<file path="config.mk">
export PLATFORM = sky130hd
export DESIGN_NAME = framer_error_timer_irq_status
export DESIGN_NICKNAME = d
export VERILOG_FILES = /design/src/irq_status_pkg.sv /design/src/framer_error_timer_irq_status.sv /design/src/rise_latch.sv /design/src/slip_detail.sv
export SDC_FILE = /design/constraint.sdc
export NUM_CORES = 1
export LEC_CHECK = 0
export BUFFER_PORTS_ARGS = -buffer_cell sky130_fd_sc_hd__buf_4
export CAP_MARGIN = 20
export CELL_PAD_IN_SITES_DETAIL_PLACEMENT = 0
export CELL_PAD_IN_SITES_GLOBAL_PLACEMENT = 1
export CORE_MARGIN = 5
export CORE_UTILIZATION = 47
export DETAILED_ROUTE_END_ITERATION = 10
export MAX_ROUTING_LAYER = met4
export PLACE_DENSITY_LB_ADDON = 0.15
export SLEW_MARGIN = 20
export SYNTH_ARGS = -nofsm -noshare
export SYNTH_HDL_FRONTEND = slang
export SYNTH_SLANG_ARGS = --single-unit
</file>
<file path="constraint.sdc">
create_clock -name clock -period 2.3 [get_ports clock]
set_input_delay 0.115 -clock clock [delete_from_list [all_inputs] [get_ports clock]]
set_output_delay 0.115 -clock clock [all_outputs]
set_load 0.05 [all_outputs]
</file>
<file path="src/irq_status_pkg.sv">
// Package with register map, field layout and carrier types of the interrupt status block
// Function
// [RULE1] Error bits set on rising edge, latch-controlled hold
// [RULE2] Error interrupt only when matching enable set
// [RULE3] Transmit slip bit for full or uncontrolled
// [RULE4] Receive slip bit for full or uncontrolled
// [RULE5] CRC block error only in ESF/MFAS
// [RULE6] CAS pattern error only in E1 mode
// [RULE7] Multiframe alignment error only in E1
// [RULE8] Overflow latched only while its enable set
// [RULE9] Overflow bits held until status read clears
// [RULE10] Overflow bits map to eight error counters
// [RULE11] Timer bits rising edge, read clears, enabled interrupt
// [RULE12] Transmit signaling multiframe start event
// [RULE13] Transmit system bus multiframe sync event
// [RULE14] Transmit multiframe start event
// [RULE15] Transmit frame start event, phase readable
// [RULE16] New receive signaling, cleared on timer read
// [RULE17] Receive system bus multiframe sync event
// [RULE18] Receive multiframe boundary event
// [RULE19] Receive frame start event, phase readable
// [RULE20] Latch control register selects held status
// [RULE21] Interrupt while any enabled status bit set
package irq_status_pkg;
  // ****************************************
  // Register offsets
  // ****************************************
  localparam logic [8:0] ERROR_EVENT_STATUS_ADDR = 9'h006;
  localparam logic [8:0] COUNTER_OVERFLOW_STATUS_ADDR = 9'h007;
  localparam logic [8:0] FRAME_TIMER_STATUS_ADDR = 9'h008;
  localparam logic [8:0] ERROR_IRQ_ENABLE_ADDR = 9'h00E;
  localparam logic [8:0] OVERFLOW_IRQ_ENABLE_ADDR = 9'h00F;
  localparam logic [8:0] TIMER_IRQ_ENABLE_ADDR = 9'h010;
  localparam logic [8:0] LATCH_CONTROL_ADDR = 9'h046;
  localparam logic [8:0] SLIP_DETAIL_STATUS_ADDR = 9'h0D9;
  localparam logic [8:0] TX_PHASE_ADDR = 9'h0DC;
  // ****************************************
  // Field positions and reset values
  // ****************************************
  localparam int LATCH_ERR_BIT = 1;
  localparam int SLIP_TX_FULL_BIT = 0;
  localparam int SLIP_TX_UNCTRL_BIT = 1;
  localparam int SLIP_RX_FULL_BIT = 2;
  localparam int SLIP_RX_UNCTRL_BIT = 3;
  localparam int RX_PHASE_BIT = 1;
  localparam logic [7:0] REG_RESET = 8'h00;
  localparam logic [7:0] ERR_USED_MASK = 8'hCF;

  // Error sources; the full and uncontrolled slip levels of each direction share one status bit
  typedef struct packed {
    logic txFullSlip;
    logic txUncontrolledSlip;
    logic rxFullSlip;
    logic rxUncontrolledSlip;
    logic crcBlockError;
    logic casPatternError;
    logic mfAlignError;
    logic framingPatternError;
  } error_src_t;

  // Timer sources in status bit order 7..0
  typedef struct packed {
    logic txSignalingMfEvent;
    logic txSysbusMfSync;
    logic txMultiframeEvent;
    logic txFrameEvent;
    logic rxSignalingStackEvent;
    logic rxSysbusMfSync;
    logic rxMultiframeEvent;
    logic rxFrameEvent;
  } timer_src_t;

  // Counter-at-maximum levels in status bit order 7..0
  typedef struct packed {
    logic outOfFrameCount;
    logic alignmentChangeCount;
    logic severeFrameCount;
    logic testPatternBitErrorCount;
    logic febeCount;
    logic lcvCount;
    logic crcCount;
    logic framingPatternErrorCount;
  } overflow_src_t;

  typedef struct packed {
    logic e1Mode;
    logic crcMode;
  } frame_mode_t;
endpackage

</file>
<file path="src/framer_error_timer_irq_status.sv">
// Error, counter overflow and timer interrupt status registers of one framer
`timescale 1ns/10ps
module framer_error_timer_irq_status (
  input wire logic clock, // System clock
  input wire logic rst, // Sync reset, active high
  input wire logic [8:0] addr, // Processor register address
  input wire logic rdStb, // Read strobe, one cycle
  input wire logic wrStb, // Write strobe, one cycle
  input wire logic [7:0] wrData, // Write data
  output logic [7:0] rdData_r, // Read data, valid cycle after strobe
  output logic irqReq_r, // Interrupt request, active high
  input wire irq_status_pkg::error_src_t errSrc, // Error sources
  input wire irq_status_pkg::overflow_src_t ovfSrc, // Counters at maximum
  input wire irq_status_pkg::timer_src_t tmrSrc, // Timer event sources
  input wire irq_status_pkg::frame_mode_t mode, // Framing mode
  input wire logic txPhase, // Transmit slip buffer half
  input wire logic rxPhase // Receive slip buffer half
);
  import irq_status_pkg::*;

  // ****************************************
  // Control registers
  // ****************************************
  logic [7:0] errEnable_r;
  logic [7:0] ovfEnable_r;
  logic [7:0] tmrEnable_r;
  logic [7:0] latchCtrl_r;

  always_ff @(posedge clock) begin
    if (rst) begin
      errEnable_r <= REG_RESET;
      ovfEnable_r <= REG_RESET;
      tmrEnable_r <= REG_RESET;
      latchCtrl_r <= REG_RESET;
    end else if (wrStb) begin
      case (addr)
        ERROR_IRQ_ENABLE_ADDR: errEnable_r <= wrData;
        OVERFLOW_IRQ_ENABLE_ADDR: ovfEnable_r <= wrData;
        TIMER_IRQ_ENABLE_ADDR: tmrEnable_r <= wrData;
        LATCH_CONTROL_ADDR: latchCtrl_r <= wrData; // RULE20
        default: ;
      endcase
    end
  end

  property p_latch_write;
    @(posedge clock) disable iff (rst) (wrStb && addr == LATCH_CONTROL_ADDR) |=> (latchCtrl_r == $past(wrData));
  endproperty
  a_latch_write: assert property (p_latch_write) else $error("latch control write lost"); // RULE20

  // ****************************************
  // Error event status
  // ****************************************
  logic latchErr;
  logic [7:0] errLevel;
  logic [7:0] errStat;
  logic [7:0] errClr;
  logic [7:0] errAllow;
  logic rdErr;
  logic rdOvf;
  logic rdTmr;
  logic rdSlip;

  assign rdErr = rdStb && (addr == ERROR_EVENT_STATUS_ADDR);
  assign rdOvf = rdStb && (addr == COUNTER_OVERFLOW_STATUS_ADDR);
  assign rdTmr = rdStb && (addr == FRAME_TIMER_STATUS_ADDR);
  assign rdSlip = rdStb && (addr == SLIP_DETAIL_STATUS_ADDR);
  assign latchErr = latchCtrl_r[LATCH_ERR_BIT]; // RULE20

  assign errLevel = {
    errSrc.txFullSlip | errSrc.txUncontrolledSlip, // RULE3
    errSrc.rxFullSlip | errSrc.rxUncontrolledSlip, // RULE4
    2'b00,
    errSrc.crcBlockError & mode.crcMode, // RULE5
    errSrc.casPatternError & mode.e1Mode, // RULE6
    errSrc.mfAlignError & mode.e1Mode, // RULE7
    errSrc.framingPatternError
  };
  // Latched: held to read; unlatched: bit drops next cycle, so a read sees a live pulse only
  assign errClr = latchErr ? {8{rdErr}} : 8'hFF; // RULE1
  // Mode-gated bits also clear when the mode leaves so they read zero
  assign errAllow = ERR_USED_MASK & {2'b11, 2'b00, mode.crcMode, mode.e1Mode, mode.e1Mode, 1'b1};

  rise_latch #(.WIDTH(8)) errLatch (
    .clock(clock),
    .rst(rst),
    .src(errLevel),
    .allow(errAllow),
    .clr(errClr | ~errAllow),
    .stat(errStat)
  ); // RULE1

  property p_err_held;
    @(posedge clock) disable iff (rst) (latchErr && errStat[0] && !rdErr) |=> errStat[0];
  endproperty
  a_err_held: assert property (p_err_held) else $error("latched error bit dropped without read"); // RULE1

  // Only after a full unlatched cycle, so a bit held across the switch is not blamed
  property p_err_pulse;
    @(posedge clock) disable iff (rst) (!latchErr && !$past(latchErr) && errStat[0]) |=> !errStat[0];
  endproperty
  a_err_pulse: assert property (p_err_pulse) else $error("unlatched error bit was held"); // RULE20

  property p_crc_set;
    @(posedge clock) disable iff (rst) (mode.crcMode && $rose(errSrc.crcBlockError)) |=> errStat[3];
  endproperty
  a_crc_set: assert property (p_crc_set) else $error("crc block error not latched"); // RULE5

  property p_mfa_set;
    @(posedge clock) disable iff (rst) (mode.e1Mode && $rose(errSrc.mfAlignError)) |=> errStat[1];
  endproperty
  a_mfa_set: assert property (p_mfa_set) else $error("multiframe alignment error not latched"); // RULE7

  property p_rx_slip_set;
    @(posedge clock) disable iff (rst) ($rose(errSrc.rxFullSlip) && !errSrc.rxUncontrolledSlip
      && !$past(errSrc.rxUncontrolledSlip)) |=> errStat[6];
  endproperty
  a_rx_slip_set: assert property (p_rx_slip_set) else $error("receive slip not latched"); // RULE4

  logic [3:0] slipDetail;

  slip_detail slipKinds (
    .clock(clock),
    .rst(rst),
    .slipSrc({errSrc.rxUncontrolledSlip, errSrc.rxFullSlip, errSrc.txUncontrolledSlip, errSrc.txFullSlip}),
    .rdClr(rdSlip),
    .detail(slipDetail)
  ); // RULE3 RULE4

  property p_slip_kind_tx;
    @(posedge clock) disable iff (rst) $rose(errSrc.txUncontrolledSlip) |=> slipDetail[1];
  endproperty
  a_slip_kind_tx: assert property (p_slip_kind_tx) else $error("transmit slip kind not recorded"); // RULE3

  property p_slip_kind_rx;
    @(posedge clock) disable iff (rst) $rose(errSrc.rxFullSlip) |=> slipDetail[2];
  endproperty
  a_slip_kind_rx: assert property (p_slip_kind_rx) else $error("receive slip kind not recorded"); // RULE4

  // ****************************************
  // Counter overflow status
  // ****************************************
  logic [7:0] ovfStat;

  rise_latch #(.WIDTH(8)) ovfLatch (
    .clock(clock),
    .rst(rst),
    .src(ovfSrc), // RULE10
    .allow(ovfEnable_r), // RULE8
    .clr({8{rdOvf}}), // RULE9
    .stat(ovfStat)
  );

  property p_ovf_set;
    @(posedge clock) disable iff (rst) (ovfEnable_r[7] && $rose(ovfSrc.outOfFrameCount)) |=> ovfStat[7];
  endproperty
  a_ovf_set: assert property (p_ovf_set) else $error("enabled overflow not latched"); // RULE8 RULE10

  property p_ovf_irq;
    @(posedge clock) disable iff (rst) ((ovfStat & ovfEnable_r) != 8'h00) |=> irqReq_r;
  endproperty
  a_ovf_irq: assert property (p_ovf_irq) else $error("enabled overflow gave no irq"); // RULE9

  // ****************************************
  // Frame timer status
  // ****************************************
  logic [7:0] tmrStat;

  // Each timer event except the receive signaling stack event is a multiframe/frame start pulse from the framers
  rise_latch #(.WIDTH(8)) tmrLatch (
    .clock(clock),
    .rst(rst),
    .src(tmrSrc), // RULE12 RULE13 RULE14 RULE15 RULE17 RULE18 RULE19
    .allow(8'hFF),
    .clr({8{rdTmr}}), // RULE11 RULE16
    .stat(tmrStat)
  );

  property p_tmr_hold;
    @(posedge clock) disable iff (rst) (tmrStat[0] && !rdTmr) |=> tmrStat[0];
  endproperty
  a_tmr_hold: assert property (p_tmr_hold) else $error("timer bit dropped without read"); // RULE11

  property p_tx_signaling_mf_event_set;
    @(posedge clock) disable iff (rst) $rose(tmrSrc.txSignalingMfEvent) |=> tmrStat[7];
  endproperty
  a_tx_signaling_mf_event_set: assert property (p_tx_signaling_mf_event_set) else $error("transmit signaling event lost"); // RULE12

  property p_tx_sysbus_mf_sync_set;
    @(posedge clock) disable iff (rst) $rose(tmrSrc.txSysbusMfSync) |=> tmrStat[6];
  endproperty
  a_tx_sysbus_mf_sync_set: assert property (p_tx_sysbus_mf_sync_set) else $error("transmit bus sync event lost"); // RULE13

  property p_tmf_set;
    @(posedge clock) disable iff (rst) $rose(tmrSrc.txMultiframeEvent) |=> tmrStat[5];
  endproperty
  a_tmf_set: assert property (p_tmf_set) else $error("transmit multiframe event lost"); // RULE14

  property p_rx_signaling_stack_event_set;
    @(posedge clock) disable iff (rst) $rose(tmrSrc.rxSignalingStackEvent) |=> tmrStat[3];
  endproperty
  a_rx_signaling_stack_event_set: assert property (p_rx_signaling_stack_event_set) else $error("receive signaling event lost"); // RULE16

  property p_rx_sysbus_mf_sync_set;
    @(posedge clock) disable iff (rst) $rose(tmrSrc.rxSysbusMfSync) |=> tmrStat[2];
  endproperty
  a_rx_sysbus_mf_sync_set: assert property (p_rx_sysbus_mf_sync_set) else $error("receive bus sync event lost"); // RULE17

  property p_rmf_set;
    @(posedge clock) disable iff (rst) $rose(tmrSrc.rxMultiframeEvent) |=> tmrStat[1];
  endproperty
  a_rmf_set: assert property (p_rmf_set) else $error("receive multiframe event lost"); // RULE18

  property p_rx_frame_event_set;
    @(posedge clock) disable iff (rst) $rose(tmrSrc.rxFrameEvent) |=> tmrStat[0];
  endproperty
  a_rx_frame_event_set: assert property (p_rx_frame_event_set) else $error("receive frame event lost"); // RULE19

  // ****************************************
  // Read port and interrupt
  // ****************************************
  logic [7:0] rdMux;

  always_comb begin
    rdMux = 8'h00;
    case (addr)
      ERROR_EVENT_STATUS_ADDR: rdMux = errStat;
      COUNTER_OVERFLOW_STATUS_ADDR: rdMux = ovfStat;
      FRAME_TIMER_STATUS_ADDR: rdMux = tmrStat;
      ERROR_IRQ_ENABLE_ADDR: rdMux = errEnable_r;
      OVERFLOW_IRQ_ENABLE_ADDR: rdMux = ovfEnable_r;
      TIMER_IRQ_ENABLE_ADDR: rdMux = tmrEnable_r;
      LATCH_CONTROL_ADDR: rdMux = latchCtrl_r;
      SLIP_DETAIL_STATUS_ADDR: rdMux = {4'h0, slipDetail};
      TX_PHASE_ADDR: rdMux = {6'h00, rxPhase, txPhase}; // RULE15 RULE19
      default: rdMux = 8'h00;
    endcase
  end

  always_ff @(posedge clock) begin
    if (rst) begin
      rdData_r <= REG_RESET;
    end else if (rdStb) begin
      rdData_r <= rdMux;
    end
  end

  always_ff @(posedge clock) begin
    if (rst) begin
      irqReq_r <= 1'b0;
    end else begin
      irqReq_r <= |(errStat & errEnable_r) | |(ovfStat & ovfEnable_r) | |(tmrStat & tmrEnable_r); // RULE2 RULE21
    end
  end

  // ****************************************
  // Assertions
  // ****************************************
  property p_err_irq_gated;
    @(posedge clock) disable iff (rst) (errStat != 8'h00 && (errStat & errEnable_r) == 8'h00
      && (ovfStat & ovfEnable_r) == 8'h00 && (tmrStat & tmrEnable_r) == 8'h00) |=> !irqReq_r;
  endproperty
  a_err_irq_gated: assert property (p_err_irq_gated) else $error("irq without enabled status"); // RULE2

  property p_irq_any;
    @(posedge clock) disable iff (rst) ((tmrStat & tmrEnable_r) != 8'h00) |=> irqReq_r;
  endproperty
  a_irq_any: assert property (p_irq_any) else $error("enabled timer status gave no irq"); // RULE21

  property p_crc_zero;
    @(posedge clock) disable iff (rst) !mode.crcMode |=> !errStat[3];
  endproperty
  a_crc_zero: assert property (p_crc_zero) else $error("crc error outside crc mode"); // RULE5

  property p_cas_zero;
    @(posedge clock) disable iff (rst) !mode.e1Mode |=> (errStat[2:1] == 2'b00);
  endproperty
  a_cas_zero: assert property (p_cas_zero) else $error("E1 error bit set in T1 mode"); // RULE6

  property p_ovf_masked;
    @(posedge clock) disable iff (rst) (!ovfStat[0] && !ovfEnable_r[0]) |=> !ovfStat[0];
  endproperty
  a_ovf_masked: assert property (p_ovf_masked) else $error("masked overflow was reported"); // RULE8

  property p_ovf_hold;
    @(posedge clock) disable iff (rst) (ovfStat[7] && !rdOvf) |=> ovfStat[7];
  endproperty
  a_ovf_hold: assert property (p_ovf_hold) else $error("overflow dropped without read"); // RULE9

  property p_tmr_set;
    @(posedge clock) disable iff (rst) $rose(tmrSrc.txFrameEvent) |=> tmrStat[4];
  endproperty
  a_tmr_set: assert property (p_tmr_set) else $error("transmit frame event lost"); // RULE15

  property p_tmr_clear;
    @(posedge clock) disable iff (rst) (rdTmr && !$rose(tmrSrc.rxSignalingStackEvent)) |=> !tmrStat[3];
  endproperty
  a_tmr_clear: assert property (p_tmr_clear) else $error("signaling bit survived read"); // RULE16

  property p_slip_set;
    @(posedge clock) disable iff (rst) ($rose(errSrc.txFullSlip) && !errSrc.txUncontrolledSlip
      && !$past(errSrc.txUncontrolledSlip) && latchErr) |=> errStat[7];
  endproperty
  a_slip_set: assert property (p_slip_set) else $error("transmit slip not latched"); // RULE3

  property p_err_irq;
    @(posedge clock) disable iff (rst) ((errStat & errEnable_r) != 8'h00) |=> irqReq_r;
  endproperty
  a_err_irq: assert property (p_err_irq) else $error("enabled error status gave no irq"); // RULE2

  property p_irq_quiet;
    @(posedge clock) disable iff (rst) ((errStat & errEnable_r) == 8'h00 && (ovfStat & ovfEnable_r) == 8'h00
      && (tmrStat & tmrEnable_r) == 8'h00) |=> !irqReq_r;
  endproperty
  a_irq_quiet: assert property (p_irq_quiet) else $error("irq with no enabled status"); // RULE21
endmodule

</file>
<file path="src/rise_latch.sv">
// Rising edge detect with sticky latch, set winning over clear
`timescale 1ns/10ps
module rise_latch #(
  parameter int WIDTH = 8
) (
  input wire logic clock, // System clock
  input wire logic rst, // Sync reset
  input wire logic [WIDTH-1:0] src, // Source levels
  input wire logic [WIDTH-1:0] allow, // Per-bit set allow
  input wire logic [WIDTH-1:0] clr, // Per-bit clear
  output logic [WIDTH-1:0] stat // Latched status
);
  logic [WIDTH-1:0] srcPrev_r;
  logic [WIDTH-1:0] rise;

  assign rise = src & ~srcPrev_r & allow;

  always_ff @(posedge clock) begin
    if (rst) begin
      srcPrev_r <= '0;
    end else begin
      srcPrev_r <= src;
    end
  end

  // A new edge in the clear cycle survives
  always_ff @(posedge clock) begin
    if (rst) begin
      stat <= '0;
    end else begin
      stat <= (stat & ~clr) | rise;
    end
  end
endmodule

</file>
<file path="src/slip_detail.sv">
// Slip kind detail register, latched per kind, cleared on read
`timescale 1ns/10ps
module slip_detail (
  input wire logic clock, // System clock
  input wire logic rst, // Sync reset
  input wire logic [3:0] slipSrc, // Slip kind levels
  input wire logic rdClr, // Read of detail register
  output logic [3:0] detail // Latched kinds
);
  logic [3:0] prev_r;

  always_ff @(posedge clock) begin
    if (rst) begin
      prev_r <= '0;
      detail <= '0;
    end else begin
      prev_r <= slipSrc;
      detail <= (detail & ~{4{rdClr}}) | (slipSrc & ~prev_r);
    end
  end
endmodule

</file>
==> results.json <==
{
  "cts_tree": "done",
  "fp.dieH_um": 101.6,
  "cts_root_buffer": "clkbuf_8",
  "p_per_area_nw_per_um2": 626.1,
  "layout_commonest_cell": "dfxtp_1",
  "yosys_warnings": 0,
  "async_flop_share_pct": 0,
  "design_area_um2": 4812,
  "grt_start_max_net_pins": 39,
  "slew_violations": 0,
  "ys_ff_latch": 93,
  "dr_total_vias": 3325,
  "fmax_mhz": 634.3,
  "clock_sinks": 93,
  "cap_viol_max_count": 0,
  "start_kind": "input pin",
  "status": "finished, final reports clean",
  "die_area_um2": 10330,
  "first_global_vias": 3127,
  "synth.avg_cell_area_um2": 9.669,
  "p_leak_nw": 1.915,
  "hold_violations": 0,
  "fin_nets": 528,
  "peakVddDrop_uv": 344.0,
  "fillCellCount": 743,
  "dieWidth_um": 101.6,
  "critPathMaxFanout": 9,
  "area_growth_pct": 21.98,
  "dp_hpwl_um": 7637,
  "synth_area_um2": 3945,
  "wire_per_inst_um": 17.92,
  "finish.utilization_pct": 58.57,
  "synth-adder-area-share_pct": 0,
  "drt-total-wl_um": 10560,
  "gp_congestion": 0.8624,
  "cts_inserted_buffers": 9,
  "syn_inst": 408,
  "viasPerCell": 5.645,
  "coreArea_um2": 8217,
  "grtUsageTotal_pct": 21.59,
  "power_mw": 3.013,
  "synth-simple-area-share_pct": 21.03,
  "muxShareOfSynthArea_pct": 8.056,
  "synth_top_family_by_area": "simple AND/OR/NAND/NOR gates",
  "required_ns": 2.57,
  "grt_antenna_before_repair": 0,
  "regArea_um2": 1862,
  "dpl-instance-area_um2": 4420,
  "fin_crit_sh_pct": 68.54,
  "drive_gt1_share_pct": 21.49,
  "drt_pre_antenna_iters": 8,
  "most-common-layout-cells": "93 x dfxtp_1, 62 x buf_4, 42 x nand2_1",
  "grt_setup_unrepaired": "no",
  "diodes": 0,
  "synth.distinct_cells": 55,
  "ctsLongestPathBuffers": 2,
  "synth_edf_count": 0,
  "tightest_slew_ns": 0.7378,
  "critPathKind": "in2reg",
  "grt_overflow_total": 0,
  "skew_ns": 0.01187,
  "pre_cts_ws_ns": 0.3660,
  "slew_headroom_pct": 50.58,
  "grt_first_pass_wirelength_um": 16460,
  "critPathArrivalTime_ns": 1.84,
  "min_period_ns": 1.576,
  "io-pin-count": 58,
  "insertion_delay_ns": 0.37,
  "totalNegativeSetupSlack_ns": 0,
  "initial_core_util_pct": 48.01,
  "drc": 0,
  "port_buffers": 57,
  "synth_compound_area_share_pct": 18.24,
  "hold_path_class": "in2reg",
  "rows": 33,
  "syn-num-nets": 457,
  "post_cts_resized": 0,
  "ctsHtreeMaxLevel": 3,
  "multi_input_area_um2": 1876,
  "end_kind": "register",
  "setup_ws_ns": 0.7235,
  "setup_violations": 0,
  "synth_ff_type": "dfxtp_1",
  "ys_seq_area_share_pct": 47.19,
  "dr.first_iter.drc_count": 170,
  "drtAntennaViolNets": 0,
  "clkSlewWorstSetupHoldPaths_ns": 0.10,
  "synth_xor_area_share_pct": 0.2220
}
==> final timing paths <==
path | start | end | slack, ns | cells past startpoint
min reg2reg | errLatch.srcPrev_r[3] | errLatch.stat[3] | 0.43 | 1
max | addr[4] | ovfLatch.stat[1] | 0.72 | 6
max reg2reg | ovfEnable_r[0] | rdData_r[0] | 0.73 | 5
min | tmrSrc[3] | tmrLatch.srcPrev_r[3] | 0.02 | 2
==> logic make-up after synthesis <==
group           after synthesis
compound gates               91
xor+xnor                      1
buf+inv                      45
flops                        93
mux                          24
simple gates                154
==> cell usage after synthesis (all sizes together), types with 4 or more instances <==
master  count  area [µm²]
dfxtp      93        1862
nand2      42       157.7
nor2       36       137.6
a21oi      26       130.1
nor2b      25       156.4
inv        23       86.33
a22o       20       175.2
nand3      17       90.09
mux2i      16       160.2
buf        14       91.33
a32oi      12       105.1
clkbuf      8       30.03
a221oi      7       86.34
a22oi       7       52.55
mux4        6       135.1
nand4b      4       41.29
nor3        4       30.03
or3         4       30.03
==> state kept, by name, indices dropped and copies added (netlist names) <==
register	flops
slipKinds.detail	4
rdData_r	8
errLatch.stat	6
slipKinds.prev_r	4
tmrLatch.srcPrev_r	8
errEnable_r	8
ovfLatch.stat	8
tmrLatch.stat	8
tmrEnable_r	8
latchCtrl_r	8
irqReq_r	1
ovfLatch.srcPrev_r	8
ovfEnable_r	8
errLatch.srcPrev_r	6
==> through the flow <==
| step | hold slack, ns | instances |
|---|---|---|
| 5_1_grt | 0.004460 | 589 |
| 4_1_cts | 0.004406 | 588 |
| 3_3_place_gp | 0.3400 | 553 |
| 3_5_place_dp | 0.3436 | 553 |
| 2_1_floorplan | 0.1935 | 408 |
| 6_report | 0.01600 | 589 |
==> where the power goes <==
| part | switching, mW | internal [mW] | leakage [nW] |
|---|---|---|---|
| registers | 0.0359 | 1.66 | 0.761 |
| logic | 0.128 | 0.134 | 1.05 |
| clock network | 0.634 | 0.421 | 0.0993 |
| total | 0.798 | 2.21 | 1.91 |
==> what timing repair did <==
item                      4_1_cts  5_1_grt
hold endpoints to repair       20        1
setup buffers                   0        0
hold buffers                   19        1
==> per-layer routing <==
layer | GRT usage, % | part of all wire [%] | wire length, µm
met1 | 28.49 | 45 | 4714
met2 | 32.44 | 46 | 4853
met3 | 5.992 | 7.7 | 814
met4 | 6.237 | 1.7 | 175
met5 | - | 0 | 0
==> critical path, stage by stage <==
cell and delay [ns]:
buf_4 0.15, and4bb_1 0.30, and2_1 0.34, nand4b_1 0.51, a32oi_1 0.35, nor2_1 0.07
==> final cells by class <==
class | instances | area share, %
timing repair buffer | 82 | 13.83
tap | 105 | 2.730
clock buffer | 9 | 2.574
sequential | 93 | 38.69
inverter | 23 | 1.794
multi-input combinational | 270 | 38.98
clock inverter | 7 | 1.404
(Power assumes the default switching activity.)
